===== src/inc/fpg_regs.vh =====
`ifndef FPG_REGS_VH
`define FPG_REGS_VH

// bus and byte layout
`define FPG_DATA_W       36
`define FPG_BYTE_W       9
`define FPG_HALF_W       18
`define FPG_PAR_BIT      8

// byte lanes, byte 3 is the most significant
`define FPG_B3_HI        35
`define FPG_B3_LO        27
`define FPG_B2_HI        26
`define FPG_B2_LO        18
`define FPG_B1_HI        17
`define FPG_B1_LO        9
`define FPG_B0_HI        8
`define FPG_B0_LO        0

// port b width select codes {hi, lo}
`define FPG_SIZE_LONG    2'h0
`define FPG_SIZE_WORD    2'h1
`define FPG_SIZE_BYTE    2'h2
`define FPG_SIZE_MAIL    2'h3

// swap mode codes {msb, lsb}
`define FPG_SWAP_NONE    2'h0
`define FPG_SWAP_FULL    2'h1
`define FPG_SWAP_HALF    2'h2
`define FPG_SWAP_BYTE    2'h3

// last part index per read width
`define FPG_LAST_WORD    2'h1
`define FPG_LAST_BYTE    2'h3

// buffer shape
`define FPG_FIFO_DEPTH   8
`define FPG_FIFO_AW      3

// reset values
`define FPG_RST_DATA     36'h000000000
`define FPG_RST_SIZE     2'h0
`define FPG_RST_BE_N     1'h1

`endif


===== src/logic/fpg_fifo.v =====
`timescale 1ns/1ps
module fpg_fifo #(
  parameter WIDTH = 36,
  parameter DEPTH = 8,
  parameter AW    = 3
) (
  // clock and reset
  input  wire             mclk,
  input  wire             rst,
  // fill side
  input  wire             in_valid,
  output wire             in_ready,
  input  wire [WIDTH-1:0] in_data,
  // drain side
  output wire             out_valid,
  input  wire             out_ready,
  output wire [WIDTH-1:0] out_data
);

  reg [WIDTH-1:0] mem_r [0:DEPTH-1];
  reg [AW-1:0]    wr_ptr_r;
  reg [AW-1:0]    rd_ptr_r;
  reg [AW:0]      count_r;
  wire            push;
  wire            pop;
  integer         i;

  assign in_ready  = (count_r != DEPTH[AW:0]);
  assign out_valid = (count_r != {(AW+1){1'b0}});
  assign out_data  = mem_r[rd_ptr_r];
  assign push      = in_valid & in_ready;
  assign pop       = out_valid & out_ready;

  // pointers wrap by index, so depth must be a power of two
  always @(posedge mclk or posedge rst) begin
    if (rst) begin
      wr_ptr_r <= {AW{1'b0}};
      rd_ptr_r <= {AW{1'b0}};
      count_r  <= {(AW+1){1'b0}};
    end else begin
      if (push)
        wr_ptr_r <= wr_ptr_r + {{(AW-1){1'b0}}, 1'b1};
      if (pop)
        rd_ptr_r <= rd_ptr_r + {{(AW-1){1'b0}}, 1'b1};
      if (push & ~pop)
        count_r <= count_r + {{AW{1'b0}}, 1'b1};
      else if (pop & ~push)
        count_r <= count_r - {{AW{1'b0}}, 1'b1};
    end
  end

  // storage has no reset, only flags do
  always @(posedge mclk) begin
    for (i = 0; i < DEPTH; i = i + 1) begin
      if (push && (wr_ptr_r == i[AW-1:0]))
        mem_r[i] <= in_data;
    end
  end

endmodule // fpg_fifo


===== src/logic/fpg_core.v =====
// How it works
// - a high parity-generate select makes that port's reads carry generated parity
// - port a bus is four 9-bit bytes, top bit of each is parity
// - port b bus is four 9-bit bytes, top bit of each is parity
// - writes to the buffer or a mailbox store all nine bits as driven
// - generated parity comes from the low eight bits under the odd/even select
// - generated parity replaces the stored top bit, other eight bits unchanged
// - fifo parity is applied before the output register is loaded
// - for buffer reads, parity selects are sampled only on the edge loading a new long word
// - each port's checking trees also generate parity for its mailbox read
// - mailbox parity needs chip select low, enable, read, mailbox selected, generate
// - generating mailbox parity leaves the mailbox contents untouched
// - long-word swap: 00 abcd, 01 dcba, 10 cdab, 11 badc
// - word reads: big-endian upper half first on 35-18, little lower first on 17-0
// - unused half of port b keeps its last output register value
// - both width selects high route the a-to-b mailbox onto port b
// - byte reads: four reads, big-endian top byte first, little-endian low byte first
// - swap mode from the first read of a long word holds for all of it
// - port b error flag held high during a parity-generating mailbox read
`timescale 1ns/1ps
`include "fpg_regs.vh"
module fpg_core (
  // clock and reset
  input  wire        mclk,
  input  wire        rst,
  // common parity polarity, high selects odd
  input  wire        odd_even_sel,
  // port a control
  input  wire        porta_chip_sel_n,
  input  wire        porta_enable,
  input  wire        porta_write_not_read,
  input  wire        porta_mailbox_sel,
  input  wire        porta_parity_generate_sel,
  // port a data
  input  wire [35:0] porta_data_in,
  output reg  [35:0] porta_data_out,
  output reg         porta_data_oe,
  output reg         porta_parity_err_n,
  output reg         porta_fifo_full_n,
  // port b control
  input  wire        portb_chip_sel_n,
  input  wire        portb_enable,
  input  wire        portb_write_not_read,
  input  wire        portb_width_sel_lo,
  input  wire        portb_width_sel_hi,
  input  wire        big_endian_sel_n,
  input  wire        swap_mode_lsb,
  input  wire        swap_mode_msb,
  input  wire        portb_parity_generate_sel,
  // port b data
  input  wire [35:0] portb_data_in,
  output reg  [35:0] portb_data_out,
  output reg         portb_data_oe,
  output reg         portb_parity_err_n,
  output reg         portb_fifo_empty_n
);

  // per-byte xor of the eight data bits
  function [3:0] xor8s;
    input [35:0] w;
    begin
      xor8s[3] = ^w[`FPG_B3_HI-1:`FPG_B3_LO];
      xor8s[2] = ^w[`FPG_B2_HI-1:`FPG_B2_LO];
      xor8s[1] = ^w[`FPG_B1_HI-1:`FPG_B1_LO];
      xor8s[0] = ^w[`FPG_B0_HI-1:`FPG_B0_LO];
    end
  endfunction

  // the stored top bit of each byte
  function [3:0] top_bits;
    input [35:0] w;
    begin
      top_bits = {w[`FPG_B3_HI], w[`FPG_B2_HI], w[`FPG_B1_HI], w[`FPG_B0_HI]};
    end
  endfunction

  // substitute parity bits, data bits pass through
  function [35:0] put_par;
    input [35:0] w;
    input [3:0]  p;
    begin
      put_par = w;
      put_par[`FPG_B3_HI] = p[3];
      put_par[`FPG_B2_HI] = p[2];
      put_par[`FPG_B1_HI] = p[1];
      put_par[`FPG_B0_HI] = p[0];
    end
  endfunction

  // byte-order rearrangement, bits within a byte stay put
  function [35:0] swap36;
    input [35:0] w;
    input [1:0]  mode;
    reg   [8:0]  ba;
    reg   [8:0]  bb;
    reg   [8:0]  bc;
    reg   [8:0]  bd;
    begin
      ba = w[`FPG_B3_HI:`FPG_B3_LO];
      bb = w[`FPG_B2_HI:`FPG_B2_LO];
      bc = w[`FPG_B1_HI:`FPG_B1_LO];
      bd = w[`FPG_B0_HI:`FPG_B0_LO];
      case (mode)
        `FPG_SWAP_NONE: swap36 = {ba, bb, bc, bd};
        `FPG_SWAP_FULL: swap36 = {bd, bc, bb, ba};
        `FPG_SWAP_HALF: swap36 = {bc, bd, ba, bb};
        `FPG_SWAP_BYTE: swap36 = {bb, ba, bd, bc};
        default:        swap36 = w;
      endcase
    end
  endfunction

  // decoded port activity
  wire        a_sel;
  wire        a_wr;
  wire        a_rd;
  wire        a_mail_gen;
  wire        b_sel;
  wire        b_wr;
  wire        b_rd;
  wire [1:0]  b_size_live;
  wire        b_mail;
  wire        b_mail_gen;
  wire        b_fifo_rd;

  assign a_sel       = ~porta_chip_sel_n & porta_enable;
  assign a_wr        = a_sel & porta_write_not_read;
  assign a_rd        = a_sel & ~porta_write_not_read;
  assign b_sel       = ~portb_chip_sel_n & portb_enable;
  assign b_wr        = b_sel & portb_write_not_read;
  assign b_rd        = b_sel & ~portb_write_not_read;
  assign b_size_live = {portb_width_sel_hi, portb_width_sel_lo};
  assign b_mail      = (b_size_live == `FPG_SIZE_MAIL);
  assign b_fifo_rd   = b_rd & ~b_mail;
  assign a_mail_gen  = a_rd & porta_mailbox_sel & porta_parity_generate_sel;
  assign b_mail_gen  = b_rd & b_mail & portb_parity_generate_sel;

  // mailbox storage
  reg  [35:0] mailbox_a_to_b_r;
  reg  [35:0] mailbox_b_to_a_r;

  always @(posedge mclk or posedge rst) begin
    if (rst) begin
      mailbox_a_to_b_r <= `FPG_RST_DATA;
      mailbox_b_to_a_r <= `FPG_RST_DATA;
    end else begin
      if (a_wr & porta_mailbox_sel)
        mailbox_a_to_b_r <= porta_data_in;
      if (b_wr & b_mail)
        mailbox_b_to_a_r <= portb_data_in;
    end
  end

  // long-word buffer between the ports
  wire        buf_in_ready;
  wire        buf_out_valid;
  wire [35:0] buf_out_data;
  wire        buf_pop;

  fpg_fifo #(
    .WIDTH (`FPG_DATA_W),
    .DEPTH (`FPG_FIFO_DEPTH),
    .AW    (`FPG_FIFO_AW)
  ) u_buf (
    .mclk      (mclk),
    .rst       (rst),
    .in_valid  (a_wr & ~porta_mailbox_sel),
    .in_ready  (buf_in_ready),
    .in_data   (porta_data_in),
    .out_valid (buf_out_valid),
    .out_ready (buf_pop),
    .out_data  (buf_out_data)
  );

  // shared trees: each port checks its bus or generates for its mailbox
  wire [35:0] tree_a_in;
  wire [35:0] tree_b_in;
  wire [3:0]  tree_a_x;
  wire [3:0]  tree_b_x;
  wire [3:0]  gen_a;
  wire [3:0]  gen_b;
  wire [3:0]  bad_a;
  wire [3:0]  bad_b;

  assign tree_a_in = a_mail_gen ? mailbox_b_to_a_r : porta_data_in;
  assign tree_b_in = b_mail_gen ? mailbox_a_to_b_r : portb_data_in;
  assign tree_a_x  = xor8s(tree_a_in);
  assign tree_b_x  = xor8s(tree_b_in);
  assign gen_a     = tree_a_x ^ {4{odd_even_sel}};
  assign gen_b     = tree_b_x ^ {4{odd_even_sel}};
  assign bad_a     = tree_a_x ^ top_bits(tree_a_in) ^ {4{odd_even_sel}};
  assign bad_b     = tree_b_x ^ top_bits(tree_b_in) ^ {4{odd_even_sel}};

  // port b size and endian selections, held across mailbox access
  reg  [1:0]  size_q_r;
  reg         be_q_n_r;

  always @(posedge mclk or posedge rst) begin
    if (rst) begin
      size_q_r <= `FPG_RST_SIZE;
      be_q_n_r <= `FPG_RST_BE_N;
    end else if (!b_mail) begin
      size_q_r <= b_size_live;
      be_q_n_r <= big_endian_sel_n;
    end
  end

  // long-word unpacking state
  reg  [35:0] aux_r;
  reg  [1:0]  part_r;
  reg         pend_r;
  reg  [1:0]  ld_size_r;
  reg  [35:0] fifo_out_r;
  reg  [35:0] aux_nxt;
  reg  [1:0]  part_nxt;
  reg         pend_nxt;
  reg  [1:0]  ld_size_nxt;
  reg  [35:0] fifo_out_nxt;
  reg  [35:0] src;
  reg  [1:0]  idx;
  reg  [1:0]  last;
  wire        new_lw;
  wire [35:0] fifo_gen;

  // a size change abandons whatever parts were still pending
  assign new_lw  = ~pend_r | (size_q_r != ld_size_r);
  assign buf_pop = b_fifo_rd & new_lw & buf_out_valid;
  assign fifo_gen = portb_parity_generate_sel ?
                    put_par(buf_out_data, xor8s(buf_out_data) ^ {4{odd_even_sel}}) :
                    buf_out_data;

  always @* begin
    aux_nxt      = aux_r;
    part_nxt     = part_r;
    pend_nxt     = pend_r;
    ld_size_nxt  = ld_size_r;
    fifo_out_nxt = fifo_out_r;
    src          = aux_r;
    idx          = part_r;
    last         = 2'h0;
    if (b_fifo_rd && (!new_lw || buf_out_valid)) begin
      if (new_lw) begin
        // selects taken on the load edge
        // swap fixed for the long word
        src         = swap36(fifo_gen, {swap_mode_msb, swap_mode_lsb});
        idx         = 2'h0;
        aux_nxt     = src;
        ld_size_nxt = size_q_r;
      end
      case (size_q_r)
        `FPG_SIZE_WORD: last = `FPG_LAST_WORD;
        `FPG_SIZE_BYTE: last = `FPG_LAST_BYTE;
        default:        last = 2'h0;
      endcase
      pend_nxt = (idx != last);
      part_nxt = idx + 2'h1;
      case (size_q_r)
        `FPG_SIZE_LONG: begin
          fifo_out_nxt = src;
        end
        `FPG_SIZE_WORD: begin
          if (!be_q_n_r) begin
            if (idx == 2'h0)
              fifo_out_nxt[35:18] = src[35:18];
            else
              fifo_out_nxt[35:18] = src[17:0];
          end else begin
            if (idx == 2'h0)
              fifo_out_nxt[17:0] = src[17:0];
            else
              fifo_out_nxt[17:0] = src[35:18];
          end
        end
        `FPG_SIZE_BYTE: begin
          if (!be_q_n_r) begin
            case (idx)
              2'h0:    fifo_out_nxt[35:27] = src[35:27];
              2'h1:    fifo_out_nxt[35:27] = src[26:18];
              2'h2:    fifo_out_nxt[35:27] = src[17:9];
              default: fifo_out_nxt[35:27] = src[8:0];
            endcase
          end else begin
            case (idx)
              2'h0:    fifo_out_nxt[8:0] = src[8:0];
              2'h1:    fifo_out_nxt[8:0] = src[17:9];
              2'h2:    fifo_out_nxt[8:0] = src[26:18];
              default: fifo_out_nxt[8:0] = src[35:27];
            endcase
          end
        end
        default: begin
          fifo_out_nxt = fifo_out_r;
        end
      endcase
    end
  end

  always @(posedge mclk or posedge rst) begin
    if (rst) begin
      aux_r      <= `FPG_RST_DATA;
      part_r     <= 2'h0;
      pend_r     <= 1'b0;
      ld_size_r  <= `FPG_RST_SIZE;
      fifo_out_r <= `FPG_RST_DATA;
    end else begin
      aux_r      <= aux_nxt;
      part_r     <= part_nxt;
      pend_r     <= pend_nxt;
      ld_size_r  <= ld_size_nxt;
      fifo_out_r <= fifo_out_nxt;
    end
  end

  // valid port b bytes for checking under the implemented size
  reg  [3:0]  b_valid_bytes;

  always @* begin
    case (size_q_r)
      `FPG_SIZE_WORD: b_valid_bytes = be_q_n_r ? 4'h3 : 4'hc;
      `FPG_SIZE_BYTE: b_valid_bytes = be_q_n_r ? 4'h1 : 4'h8;
      default:        b_valid_bytes = 4'hf;
    endcase
  end

  // port outputs, all registered
  always @(posedge mclk or posedge rst) begin
    if (rst) begin
      porta_data_out     <= `FPG_RST_DATA;
      porta_data_oe      <= 1'b0;
      porta_parity_err_n <= 1'b1;
      porta_fifo_full_n  <= 1'b1;
      portb_data_out     <= `FPG_RST_DATA;
      portb_data_oe      <= 1'b0;
      portb_parity_err_n <= 1'b1;
      portb_fifo_empty_n <= 1'b0;
    end else begin
      porta_data_oe <= ~porta_chip_sel_n & ~porta_write_not_read;
      if (a_rd & porta_mailbox_sel) begin
        if (porta_parity_generate_sel)
          porta_data_out <= put_par(mailbox_b_to_a_r, gen_a);
        else
          porta_data_out <= mailbox_b_to_a_r;
      end
      porta_parity_err_n <= a_mail_gen ? 1'b1 : ~(|bad_a);
      // flags lag one edge, the buffer itself refuses writes when full
      porta_fifo_full_n  <= buf_in_ready;
      portb_fifo_empty_n <= buf_out_valid;
      portb_data_oe      <= ~portb_chip_sel_n & ~portb_write_not_read;
      if (b_mail) begin
        if (b_rd) begin
          if (portb_parity_generate_sel)
            portb_data_out <= put_par(mailbox_a_to_b_r, gen_b);
          else
            portb_data_out <= mailbox_a_to_b_r;
        end
      end else begin
        portb_data_out <= fifo_out_nxt;
      end
      portb_parity_err_n <= b_mail_gen ? 1'b1 : ~(|(bad_b & b_valid_bytes));
    end
  end

endmodule // fpg_core


===== config.mk =====
export PLATFORM = sky130hd
export DESIGN_NAME = fpg_core
export DESIGN_NICKNAME = d
export VERILOG_FILES = /design/src/logic/fpg_fifo.v /design/src/logic/fpg_core.v
export VERILOG_INCLUDE_DIRS = /design/src /design/src/inc
export SDC_FILE = /design/constraint.sdc
export NUM_CORES = 1
export LEC_CHECK = 0
export BUFFER_PORTS_ARGS = -buffer_cell sky130_fd_sc_hd__buf_2
export CORE_MARGIN = 1
export CORE_UTILIZATION = 60
export DETAILED_ROUTE_END_ITERATION = 12
export MAX_ROUTING_LAYER = met4
export PLACE_DENSITY = 0.82
export SYNTH_ARGS = -nofsm -noshare
export SYNTH_HDL_FRONTEND = slang
export SYNTH_SLANG_ARGS = --single-unit

===== constraint.sdc =====
create_clock -name mclk -period 26.6 [get_ports mclk]
set_input_delay 7.98 -clock mclk [delete_from_list [all_inputs] [get_ports mclk]]
set_output_delay 7.98 -clock mclk [all_outputs]
set_load 0.05 [all_outputs]

Word-level counts from Yosys, hierarchy flattened
Memory sizes are Yosys's and may differ from the RTL's.
Index checks and enable logic that the tools add are counted.
Widths: inputs -> output; s select.
{ "classes": {"n_mux": 69, "reduce_logical": 39, "bitwise": 42, "add_sub_neg": 5, "n_eq_ne": 19} }
{ "op_table": {"columns": ["cell", "n"], "rows": [
  ["$mux 36", 16],
  ["$reduce_or 36->1", 7],
  ["$pmux 36 s4", 1],
  ["$pmux 9 s3", 4],
  ["$reduce_xor 8->1", 12],
  ["$mux 18", 4],
  ["$pmux 18 s2", 1],
  ["$xor 4x4->4", 7],
  ["$mux 1", 25],
  ["$and 1x1->1", 22],
  ["$mux 3", 7],
  ["$mux 9", 2],
  ["$mux 4", 4],
  ["$eq 3x3->1 const B", 4],
  ["$not 1->1", 11],
  ["$eq 2x2->1 const B", 5],
  ["$logic_and 1x1->1", 9],
  ["$pmux 4 s2", 1],
  ["$reduce_or 4->1", 2],
  ["$add 3x1->3 const B", 2],
  ["$eq 2x1->1 const B", 3],
  ["$eq 3x2->1 const B", 2],
  ["$logic_not 2->1", 3],
  ["$mux 2", 3],
  ["other kinds (16)", 17]
]} }
{ "totals": {"ram_bits": 288, "in_bits": 89, "regBits": 240, "n_memories": 1} }
{ "memory_table": {"columns": ["name", "words", "width", "rd", "rd_clocked_by_memory_dff", "write_ports", "line", "source"], "rows": [
  ["u_buf.mem_r", 8, 36, 1, 0, 1, "fpg_fifo.v:20", "reg [WIDTH-1:0] mem_r [0:DEPTH-1];"]
]} }

Depth between registers and ports, before layout
Gate-level depths: netlist of run 1.
{ "logic_depth": {"word_depth": 16, "ltp_mapped": 17} }

Hierarchy
From an unflattened synthesis of run 1, not the netlist that was laid out.
{ "unflattened": {"hier_cells": 1793, "area_unflattened_um2": 24811.3} }
{ "modules_own_cells": {"columns": ["mod", "cells_per_inst", "instances", "area_each_um2"], "rows": [
  ["fpg_core", 1312, 1, 13345.3],
  ["fpg_fifo", 481, 1, 11466.0]
]} }

Worst setup path before layout of run 1
Ideal clock, no wire load.
{ "synth_path": {"path_type": "input port to flip-flop", "from": "input portb_write_not_read", "to": "register portb_data_out[35]", "setup_ps": 65, "t_required_ps": 26535, "cell_stages": 10, "path_slack_ps": 15979, "t_arrival_ps": 10556, "path_cell_list": "or3b_2 -> clkbuf_1 -> nor3_1 -> clkbuf_1 -> a21oi_1 -> xnor2_1 -> xnor2_1 -> nor2_1 -> o311ai_0 -> o21a_1"} }
{ "synth_between": {"elab_chain_len": 10, "word_cells_on_any_way": 14} }
{ "synth_lines": {"columns": ["item", "line", "source"], "rows": [
  ["start: declaration", "fpg_core.v:43", "input wire portb_write_not_read,"],
  ["$not 1->1 *", "fpg_core.v:131", "assign b_rd = b_sel & ~portb_write_not_read;"],
  ["$and 1x1->1 *", "fpg_core.v:131", null],
  ["$and 1x1->1 (2 in series)", "fpg_core.v:136", "assign b_mail_gen = b_rd & b_mail & portb_parity_generate_sel;"],
  ["$mux 36", "fpg_core.v:186", "assign tree_b_in = b_mail_gen ? mailbox_a_to_b_r : portb_data_in;"],
  ["$reduce_xor 8->1", "fpg_core.v:62", "xor8s[3] = ^w[`FPG_B3_HI-1:`FPG_B3_LO];"],
  ["$xor 4x4->4", "fpg_core.v:190", "assign gen_b = tree_b_x ^ {4{odd_even_sel}};"],
  ["$mux 36", "fpg_core.v:351", "if (portb_parity_generate_sel)"],
  ["$mux 36", "fpg_core.v:350", "if (b_rd) begin"],
  ["$mux 36", "fpg_core.v:349", "if (b_mail) begin"],
  ["end signal: assignment", "fpg_core.v:352", "portb_data_out <= put_par(mailbox_a_to_b_r, gen_b);"],
  ["end signal: assignment", "fpg_core.v:354", "portb_data_out <= mailbox_a_to_b_r;"],
  ["end signal: assignment", "fpg_core.v:357", "portb_data_out <= fifo_out_nxt;"],
  ["end: declaration", "fpg_core.v:52", "output reg [35:0] portb_data_out,"]
]} }
Mark *: on every way between the ends. The rest lies on a longest branch, timed or not. The select of a mux whose other input is x is not followed.
A chain may end at the register's enable or synchronous reset.

Worst setup path in the final report of run 1
{ "layout_path": {"from": "input swap_mode_lsb", "to": "register portb_data_out[5]"} }
{ "layout_between": {"elab_chain_len": 8, "word_cells_on_any_way": 13} }
{ "layout_lines": {"columns": ["item", "line", "source"], "rows": [
  ["start: declaration", "fpg_core.v:47", "input wire swap_mode_lsb,"],
  ["$eq 2x2->1, or another cell as far along", "fpg_core.v:103", "case (mode)"],
  ["$pmux 36 s4 *", "fpg_core.v:103", null],
  ["$mux 36 *", null, null],
  ["$pmux 9 s3 or $mux 18 (tied branches)", "fpg_core.v:283, fpg_core.v:268", null],
  ["$mux 9 or $mux 18 (tied branches)", "fpg_core.v:275, fpg_core.v:262", null],
  ["$pmux 9 s3 *", "fpg_core.v:257", "case (size_q_r)"],
  ["$mux 36 *", "fpg_core.v:241", "if (b_fifo_rd && (!new_lw || buf_out_valid)) begin"],
  ["$mux 36 *", "fpg_core.v:349", null]
]} }
Mark *: on every way between the ends. The rest lies on a longest branch, timed or not.

==> out/results.md, run 1 <==
• **result of the run** finished, violations left
• **violations in the final reports** design-rule violations
• **Worst setup SP type** primary input
• **Hold Startpoint** porta_data_out[27]$_DFFE_PP0P_
• **effective utilization at floorplan** 61.25%
• **most used flip-flop cell after synthesis** edfxtp_1
• **slew of the pin with the lowest slew margin** 1.175 ns
• **simple logic cell fraction of the synthesized area** 8.870%
• **Post-CTS Setup Inserts** 0
• **summed instance area of the synthesized netlist** 0.02524 mm^2
• **unrepaired setup endpoints after global routing** false
• **global router's overall resource usage** 33.60%
• **maximum count of clock buffers along a single path** 3
• **largest fanout on the critical path** 30
• **synthesized-area fraction occupied by adder cells** 0.9717%
• **minimum clock period after layout** 11.19 ns
• **x dimension of the die** 207.1 um
• **Post-Syn Nets** 2063
• **number of synthesized flops with an enable pin** 288
• **upper clock frequency limit** 89.40 MHz
• **worst supply voltage drop on vdd** 0.07814 mV
• **pwr dens** 116.2 mW/mm^2
• **ratio of final minimum period to clock period** 42.05%
• **mux cell area share after synthesis** 14.98%
• **GRT Residual Overflow** 0
• **maximum level of the CTS H-tree** 2
• **hold worst-path end** porta_data_out[27]$_DFFE_PP0P_
• **critical register-to-register path endpoint** portb_data_out[8]$_DFFE_PP0P_
• **Avg Cell Area, Syn** 12.91 um^2
• **post-layout power** 3.259 mW
• **sort of element at the end of the critical path** register
• **Required @ worst endpoint** 27.13 ns
• **worst slew margin relative to its limit** 21.64%
• **most frequent cells in the layout** nand2_1 (371), edfxtp_1 (288), dfrtp_1 (233), buf_2 (166), o21ai_0 (103)
• **type of the setup path with the least slack** primary input to register
• **Seq cells post-synth** 528
• **Layout area overhead** 11.14%
• **final max-slew violation count** 0
• **Clk pin slew, worst setup/hold paths** 0.06 ns
• **Die Footprint** 0.04289 mm^2
• **wire length of the first global-routing pass** 104300 um
• **share of flip-flops with an asynchronous set or reset** 45.45%
• **most common cell after layout, fill and taps aside** nand2_1
• **class of the worst hold path** register to register
• **remaining number of nets flagged by the antenna check after routing** 0
• **Wirelength per Cell** 25.99 um
• **number of sinks driven by the clock tree** 528
• **arrival time worst endpoint** 11.72 ns
• **wire length after detailed routing** 69050 um
• **number of antenna violations at the first check in global routing** 5
• **maxcap violations** 0
• **largest family of logic cells by synthesized area** multiplexers
• **total negative setup slack** 0 ns
• **weighted congestion at the end of routability-driven global placement** 0.9826
• **reported leakage power** 11.21 nW
• **sequential fraction of the synthesis area** 58.09%
• **pin count of the biggest net entering global routing** 125
• **Final nets** 2186
• **number of distinct standard cells referenced by the synthesized netlist** 85
• **reg-to-reg startpoint** u_buf.rd_ptr_r[0]$_DFFE_PP0P_
• **fraction of the mapped netlist area in compound gates** 8.022%
• **number of cells produced by synthesis** 1955
• **endpoints failing hold** 0
• **via-per-instance ratio** 6.393
• **Via Count** 16990
• **number of hold buffers added after CTS** 0
• **fraction of layout instances using a drive strength above 1** 22.32%
• **worst-skew pair later-pin latency** 0.62 ns
• **Post-Route Skew** 0.02760 ns
• **port bufs** 166
• **DRC violations left** 2
• **Root Buffer Master** clkbuf_16
• **final-report setup violation count** 0
• **Placeable Area** 0.04120 mm^2
• **starting DRC count in detailed routing** 2080
• **io pins** 167
• **first-pass iteration count of the detailed router** 10
• **xor/xnor share of the synthesized area** 6.177%
• **number of warnings issued by yosys** 0
• **r2r worst-path depth** 11
• **worst hold path stage count** 2
• **clock tree from TritonCTS** done
• **number of placement rows** 74
• **final HPWL from detailed placement** 45000 um
• **vias in the first global route** 16910
• **total clock buffers created by CTS** 52
• **post-place instance area** 0.02631 mm^2
• **R2R setup slack** 20.98 ns
• **count of instances resized after the clock tree is built** 0
• **Die Y** 207.1 um
• **cell area after layout** 0.02805 mm^2
-- sequential cells by signal, indices dropped and copies added, names as in the netlist, 2 cells and up --
register	cells
u_buf.rd_ptr_r	3
aux_r	36
size_q_r	2
u_buf.mem_r	288
portb_data_out	36
part_r	2
mailbox_a_to_b_r	36
ld_size_r	2
mailbox_b_to_a_r	36
u_buf.count_r	4
fifo_out_r	36
u_buf.wr_ptr_r	3
porta_data_out	36
-- logic make-up (layout without fill, tap and decap cells) --
group	after synthesis	in the layout
simple gates	547	547
fa+ha+maj	19	19
xor+xnor	157	157
compound gates	313	313
buf+inv	144	308
mux	247	247
flops	528	528
other cells	0	6
-- metal layers --
layer	global-route usage [%]	wire length (um)	vias up	part of all wire [%]
li1	-	-	7355	-
met1	43.71	26390	8479	38
met2	51.40	32670	978	47
met3	6.474	6677	174	9.7
met4	15.93	3312	0	4.8
met5	-	0	-	0
-- worst max-delay path by stage --
stage / startpoint / endpoint / slack [ns] / cells past startpoint
after CTS: swap_mode_lsb / portb_data_out[5]$_DFFE_PP0P_ / 15.46 / 11
after floorplan: rst / aux_r[0]$_DFFE_PP0P_ / 12.04 / 1
final: swap_mode_lsb / portb_data_out[5]$_DFFE_PP0P_ / 15.41 / 11
after global placement: swap_mode_lsb / portb_data_out[7]$_DFFE_PP0P_ / 14.94 / 11
after detailed placement: swap_mode_lsb / portb_data_out[5]$_DFFE_PP0P_ / 14.82 / 11
after global routing: swap_mode_lsb / portb_data_out[5]$_DFFE_PP0P_ / 14.99 / 11
-- through the flow --
step / hold slack, ns / utilization, % / cells / worst slack, ns
CTS: 0.4704 / 68.04 / 2651 / 15.46
global placement: 0.4481 / 63.85 / 2556 / 14.94
floorplan: 0.4278 / - / 1955 / 12.04
global route: 0.4835 / 68.07 / 2656 / 14.99
finish: 0.4698 / 68.07 / 2657 / 15.41
detailed placement: 0.4570 / 63.85 / 2556 / 14.82
-- Yosys cell counts, drive strengths merged (4+ instances only) --
cell / number / area (um^2)
a211oi: 10 / 75.07
ha: 18 / 225.2
nor2: 95 / 356.6
and3: 12 / 75.07
o21ai: 104 / 520.5
mux4: 90 / 2057
mux2i: 72 / 765.7
nand2: 371 / 1393
a221o: 5 / 50.05
edfxtp: 288 / 8648
dfstp: 4 / 105.1
a21o: 12 / 90.09
dfrtp: 236 / 5906
a222oi: 5 / 50.05
xor2: 43 / 376.6
clkbuf: 75 / 297.8
xnor3: 11 / 250.2
a22oi: 26 / 195.2
nor3: 7 / 35.03
a31oi: 31 / 200.2
mux2: 85 / 957.2
a221oi: 7 / 73.82
nand2b: 14 / 87.58
nor2b: 8 / 50.05
a41oi: 6 / 52.55
buf: 42 / 321.6
nand3: 20 / 100.1
a21oi: 65 / 332.8
xnor2: 101 / 884.6
and2: 8 / 50.05
o21a: 9 / 67.56
o211ai: 4 / 30.03
inv: 22 / 82.58
-- critical path, cell delays in order --
cell	delay, ns
buf_2	0.62
clkinv_1	0.80
mux2_2	0.51
mux2_2	0.26
o21ai_0	0.52
a222oi_1	0.14
o21ai_0	0.19
a222oi_1	0.09
nand2b_1	0.21
and3_1	0.22
a31oi_1	0.15
-- area by class of cell --
| class | count | area (um^2) |
|---|---|---|
| clock inverters | 18 | 260.3 |
| clock buffers | 77 | 1465 |
| well taps | 532 | 665.6 |
| repair buffers | 188 | 996.0 |
| inverters | 25 | 101.3 |
| flip-flops and latches | 528 | 14670 |
| fillers | 2754 | 13160 |
| multi-input cells | 1283 | 9876 |
| diodes | 6 | 15.01 |
-- where the power goes --
| group | switching (mW) | total (mW) | leakage, nW | internal [mW] |
|---|---|---|---|---|
| combinational | 0.857 | 1.40 | 4.82 | 0.545 |
| clock | 0.315 | 0.754 | 0.832 | 0.439 |
| sequential | 0.104 | 1.10 | 5.56 | 0.998 |
| total | 1.28 | 3.26 | 11.2 | 1.98 |
Power figures use the tool's default switching activity.
==> inputs of run 2 (changes only) <==
--- a/config.mk
+++ b/config.mk
@@ -6,6 +6,7 @@
 export SDC_FILE = /design/constraint.sdc
 export NUM_CORES = 1
 export LEC_CHECK = 0
+export ABC_AREA = 1
 export BUFFER_PORTS_ARGS = -buffer_cell sky130_fd_sc_hd__buf_2
 export CORE_MARGIN = 1
 export CORE_UTILIZATION = 60
==> constraint.sdc (replaced) <==
create_clock -name mclk -period 10.93 [get_ports mclk]
set_input_delay 3.279 -clock mclk [delete_from_list [all_inputs] [get_ports mclk]]
set_output_delay 3.279 -clock mclk [all_outputs]
set_load 0.05 [all_outputs]
==> run 2 against run 1 <==
  * The flow now finishes without violations
  * Cell count increased by 44%
  * Utilization increased by 0.095 points
  * Sequential power increased by 140%
  * Sequential cell count unchanged
  * Clock power increased to 2.5 times the previous value
  * Via count increased by 35%
  * Synthesized area increased by 5.4%
  * Combinational power increased to 2.6 times the previous value
  * Clock skew decreased by 0.013 ns
  * Power increased to 2.5 times the previous value
  * Routed wire length increased by 21%
  * Critical path type unchanged
  * Largest power group unchanged
  * Highest routed layer unchanged
==> out/results.md, run 2 <==
• **pwr dens** 280.4 mW/mm^2, +140%
• **portion of synthesized cell area occupied by the leading cell type** 32.50%, -1.8 points
• **number of cells produced by synthesis** 3099, +59%
• **maximum count of clock buffers along a single path** 3, unchanged
• **effective utilization at floorplan** 61.36%, +0.11 points
• **starting DRC count in detailed routing** 3005, +44%
• **R2R setup slack** 5.90 ns, -15.08 ns
• **wire length of the first global-routing pass** 126400 um, +21%
• **minimum clock period after layout** 6.143 ns
• **summed instance area of the synthesized netlist** 0.02661 mm^2, +5.4%
• **Layout area overhead** 11.09%, about the same
• **count of non-filler cells in the finished layout** 3829, +44%
• **type of the setup path with the least slack** primary input to register
• **total clock buffers created by CTS** 53, +1.9%
• **number of warnings issued by yosys** 0, unchanged
• **slew of the pin with the lowest slew margin** 1.131 ns, -0.04413 ns
• **arrival time worst endpoint** 6.64 ns, -5.08 ns
• **number of synthesized flops with an enable pin** 288, unchanged
• **most used flip-flop cell after synthesis** edfxtp_1
• **via-per-instance ratio** 5.992, -6.3%
• **worst setup margin** 4.787 ns, -10.63 ns
• **GRT Residual Overflow** 0, unchanged
• **Worst setup SP type** primary input
• **port bufs** 166, unchanged
• **count of instances resized after the clock tree is built** 0, unchanged
• **post-layout power** 8.289 mW, +150%
• **worst-skew pair later-pin latency** 0.61 ns, about the same
• **cell with the most instances after synthesis** nand2_1
• **Die Y** 212.6 um, +2.7%
• **sort of element at the end of the critical path** register
• **leading post-synthesis cells by instance count** nand2_1 (1056), inv_1 (328), edfxtp_1 (288)
• **worst slew margin relative to its limit** 24.50%, +2.9 points
• **worst hold margin** 0.4826 ns, +0.01286 ns
• **DRC violations left** 0, -2
• **clock tree from TritonCTS** done
• **reported leakage power** 13.76 nW, +23%
• **Root Buffer Master** clkbuf_16
• **class of the worst hold path** register to register
• **cell area after layout** 0.02956 mm^2, +5.4%
• **Post-Route Skew** 0.01430 ns, -0.01330 ns
• **number of sinks driven by the clock tree** 528, unchanged
• **Post-CTS Setup Inserts** 0, unchanged
• **largest fanout on the critical path** 60, +100%
• **fraction of layout instances using a drive strength above 1** 10.86%, -11 points
• **result of the run** finished, final reports clean
• **final-report setup violation count** 0, unchanged
• **number of placement rows** 76, +2.7%
• **sequential fraction of the synthesis area** 55.10%, -3.0 points
• **Via Count** 22940, +35%
• **most frequent cells in the layout** nand2_1 (1055), inv_1 (327), edfxtp_1 (288), o21ai_0 (242), dfrtp_1 (233)
• **number of antenna violations at the first check in global routing** 4, -1
• **endpoints failing hold** 0, unchanged
• **first-pass iteration count of the detailed router** 8, -2
• **wire length after detailed routing** 83890 um, +21%
• **final HPWL from detailed placement** 56280 um, +25%
• **Die Footprint** 0.04519 mm^2, +5.4%
• **Avg Cell Area, Syn** 8.586 um^2, -33%
• **Wirelength per Cell** 21.91 um, -16%
• **x dimension of the die** 212.6 um, +2.7%
• **share of flip-flops with an asynchronous set or reset** 45.45%, unchanged
• **flip-flop count of the largest register, all copies and words added** 288, unchanged
• **final max-slew violation count** 0, unchanged
• **Seq cells post-synth** 528, unchanged
• **Final nets** 3306, +51%
• **post-layout utilization of the core** 68.17%, +0.095 points
• **global router's overall resource usage** 38.72%, +5.1 points
• **worst setup slack after placement** 4.243 ns, -10.58 ns
• **worst supply voltage drop on vdd** 0.2467 mV, +220%
• **ratio of final minimum period to clock period** 56.20%
• **most common cell after layout, fill and taps aside** nand2_1
• **post-place instance area** 0.02775 mm^2, +5.5%
• **Post-Syn Nets** 3207, +55%
• **pin count of the biggest net entering global routing** 121, -3.2%
• **remaining number of nets flagged by the antenna check after routing** 0, unchanged
• **io pins** 167, unchanged
• **register name with the most flops** u_buf.mem_r
• **Clk pin slew, worst setup/hold paths** 0.06 ns, about the same
• **number of distinct standard cells referenced by the synthesized netlist** 53, -38%
• **maximum level of the CTS H-tree** 2, unchanged
• **weighted congestion at the end of routability-driven global placement** 0.9653, -1.8%
• **Placeable Area** 0.04336 mm^2, +5.2%
• **top cells by area in the synthesized netlist** edfxtp_1 (33%), dfrtp_1 (22%), nand2_1 (15%)
• **cell count after placement** 3728, +46%
• **number of hold buffers added after CTS** 0, unchanged
• **largest area contributor in the synthesized netlist** edfxtp_1
• **unrepaired setup endpoints after global routing** false
• **upper clock frequency limit** 162.8 MHz
• **Required @ worst endpoint** 11.43 ns, -15.70 ns
• **vias in the first global route** 21420, +27%
• **maxcap violations** 0, unchanged
• **total negative setup slack** 0 ns, unchanged
-- run 2: changes by cell type after synthesis, sizes merged, moves of 43 or more --
| cell | change |
|---|---|
| inv | +315 |
| nand2 | +697 |
| nor2 | +43 |
| nand3 | +173 |
| mux2 | -79 |
| o21ai | +163 |
| mux2i | -72 |
| mux4 | -90 |
| xnor2 | -67 |
-- run 2: worst paths after layout --
| kind | start | to | cells past startpoint |
|---|---|---|---|
| worst max register to register | u_buf.rd_ptr_r[0]$_DFFE_PP0P_ | portb_data_out[35]$_DFFE_PP0P_ | 27 |
| worst min-delay path | porta_data_out[6]$_DFFE_PP0P_ | porta_data_out[6]$_DFFE_PP0P_ | 2 |
| max in group asynchronous | rst | pend_r$_DFFE_PP0P_ | 3 |
| min in group asynchronous | rst | porta_data_out[6]$_DFFE_PP0P_ | 2 |
| worst min register to register | porta_data_out[6]$_DFFE_PP0P_ | porta_data_out[6]$_DFFE_PP0P_ | 2 |
| worst max-delay path | portb_width_sel_lo | u_buf.count_r[3]$_DFFE_PP0P_ | 20 |
-- run 2: layout make-up --
type | count | area (um^2)
inverters | 340 | 1285
repair buffers | 205 | 1124
clock inverters | 29 | 359.1
well taps | 585 | 732.0
flip-flops and latches | 528 | 14670
multi-input cells | 2070 | 9940
clock buffers | 69 | 1446
fillers | 3336 | 13800
diodes | 3 | 7.507
-- run 2: routing by layer --
layer	vias up	wire length, um	global-route usage (%)
li1	10350	-	-
met1	10970	33140	52.68
met2	1411	38540	57.90
met3	212	9140	7.548
met4	0	3073	14.46
met5	-	0	-
-- run 2: cell families (layout without fill, tap and decap cells) --
kind of cell             after synthesis  in the layout  share of synthesized area, %
AND/OR/NAND/NOR                     1431           1431                         21.55
AO/OA/AOI/OAI                        533            533                         11.71
flip-flops                           528            528                         55.10
buffers and inverters                501            643                         7.797
XOR/XNOR                              81             81                         2.666
adder cells (fa/ha/maj)               19             19                        0.9217
multiplexers                           6              6                        0.2539
other                                  0              3                             0
-- run 2: critical path: stages --
cell and delay (ns):
buf_2 0.12, nand2_1 0.06, buf_4 0.40, inv_1 0.11, nor2_1 0.11, o21ai_1 0.06
buf_4 0.25, clkinv_1 0.08, buf_4 0.47, nand2_1 0.09, buf_4 0.22, ha_1 0.25
inv_1 0.13, ha_1 0.25, a21o_1 0.19, a21oi_1 0.20, nand2_1 0.09, nand2_1 0.06
nor2_1 0.05, xor2_1 0.13
-- run 2: power by group --
| group | switching, mW | internal (mW) |
|---|---|---|
| sequential | 0.259 | 2.43 |
| combinational | 2.72 | 0.962 |
| clock | 0.805 | 1.11 |
| total | 3.79 | 4.50 |
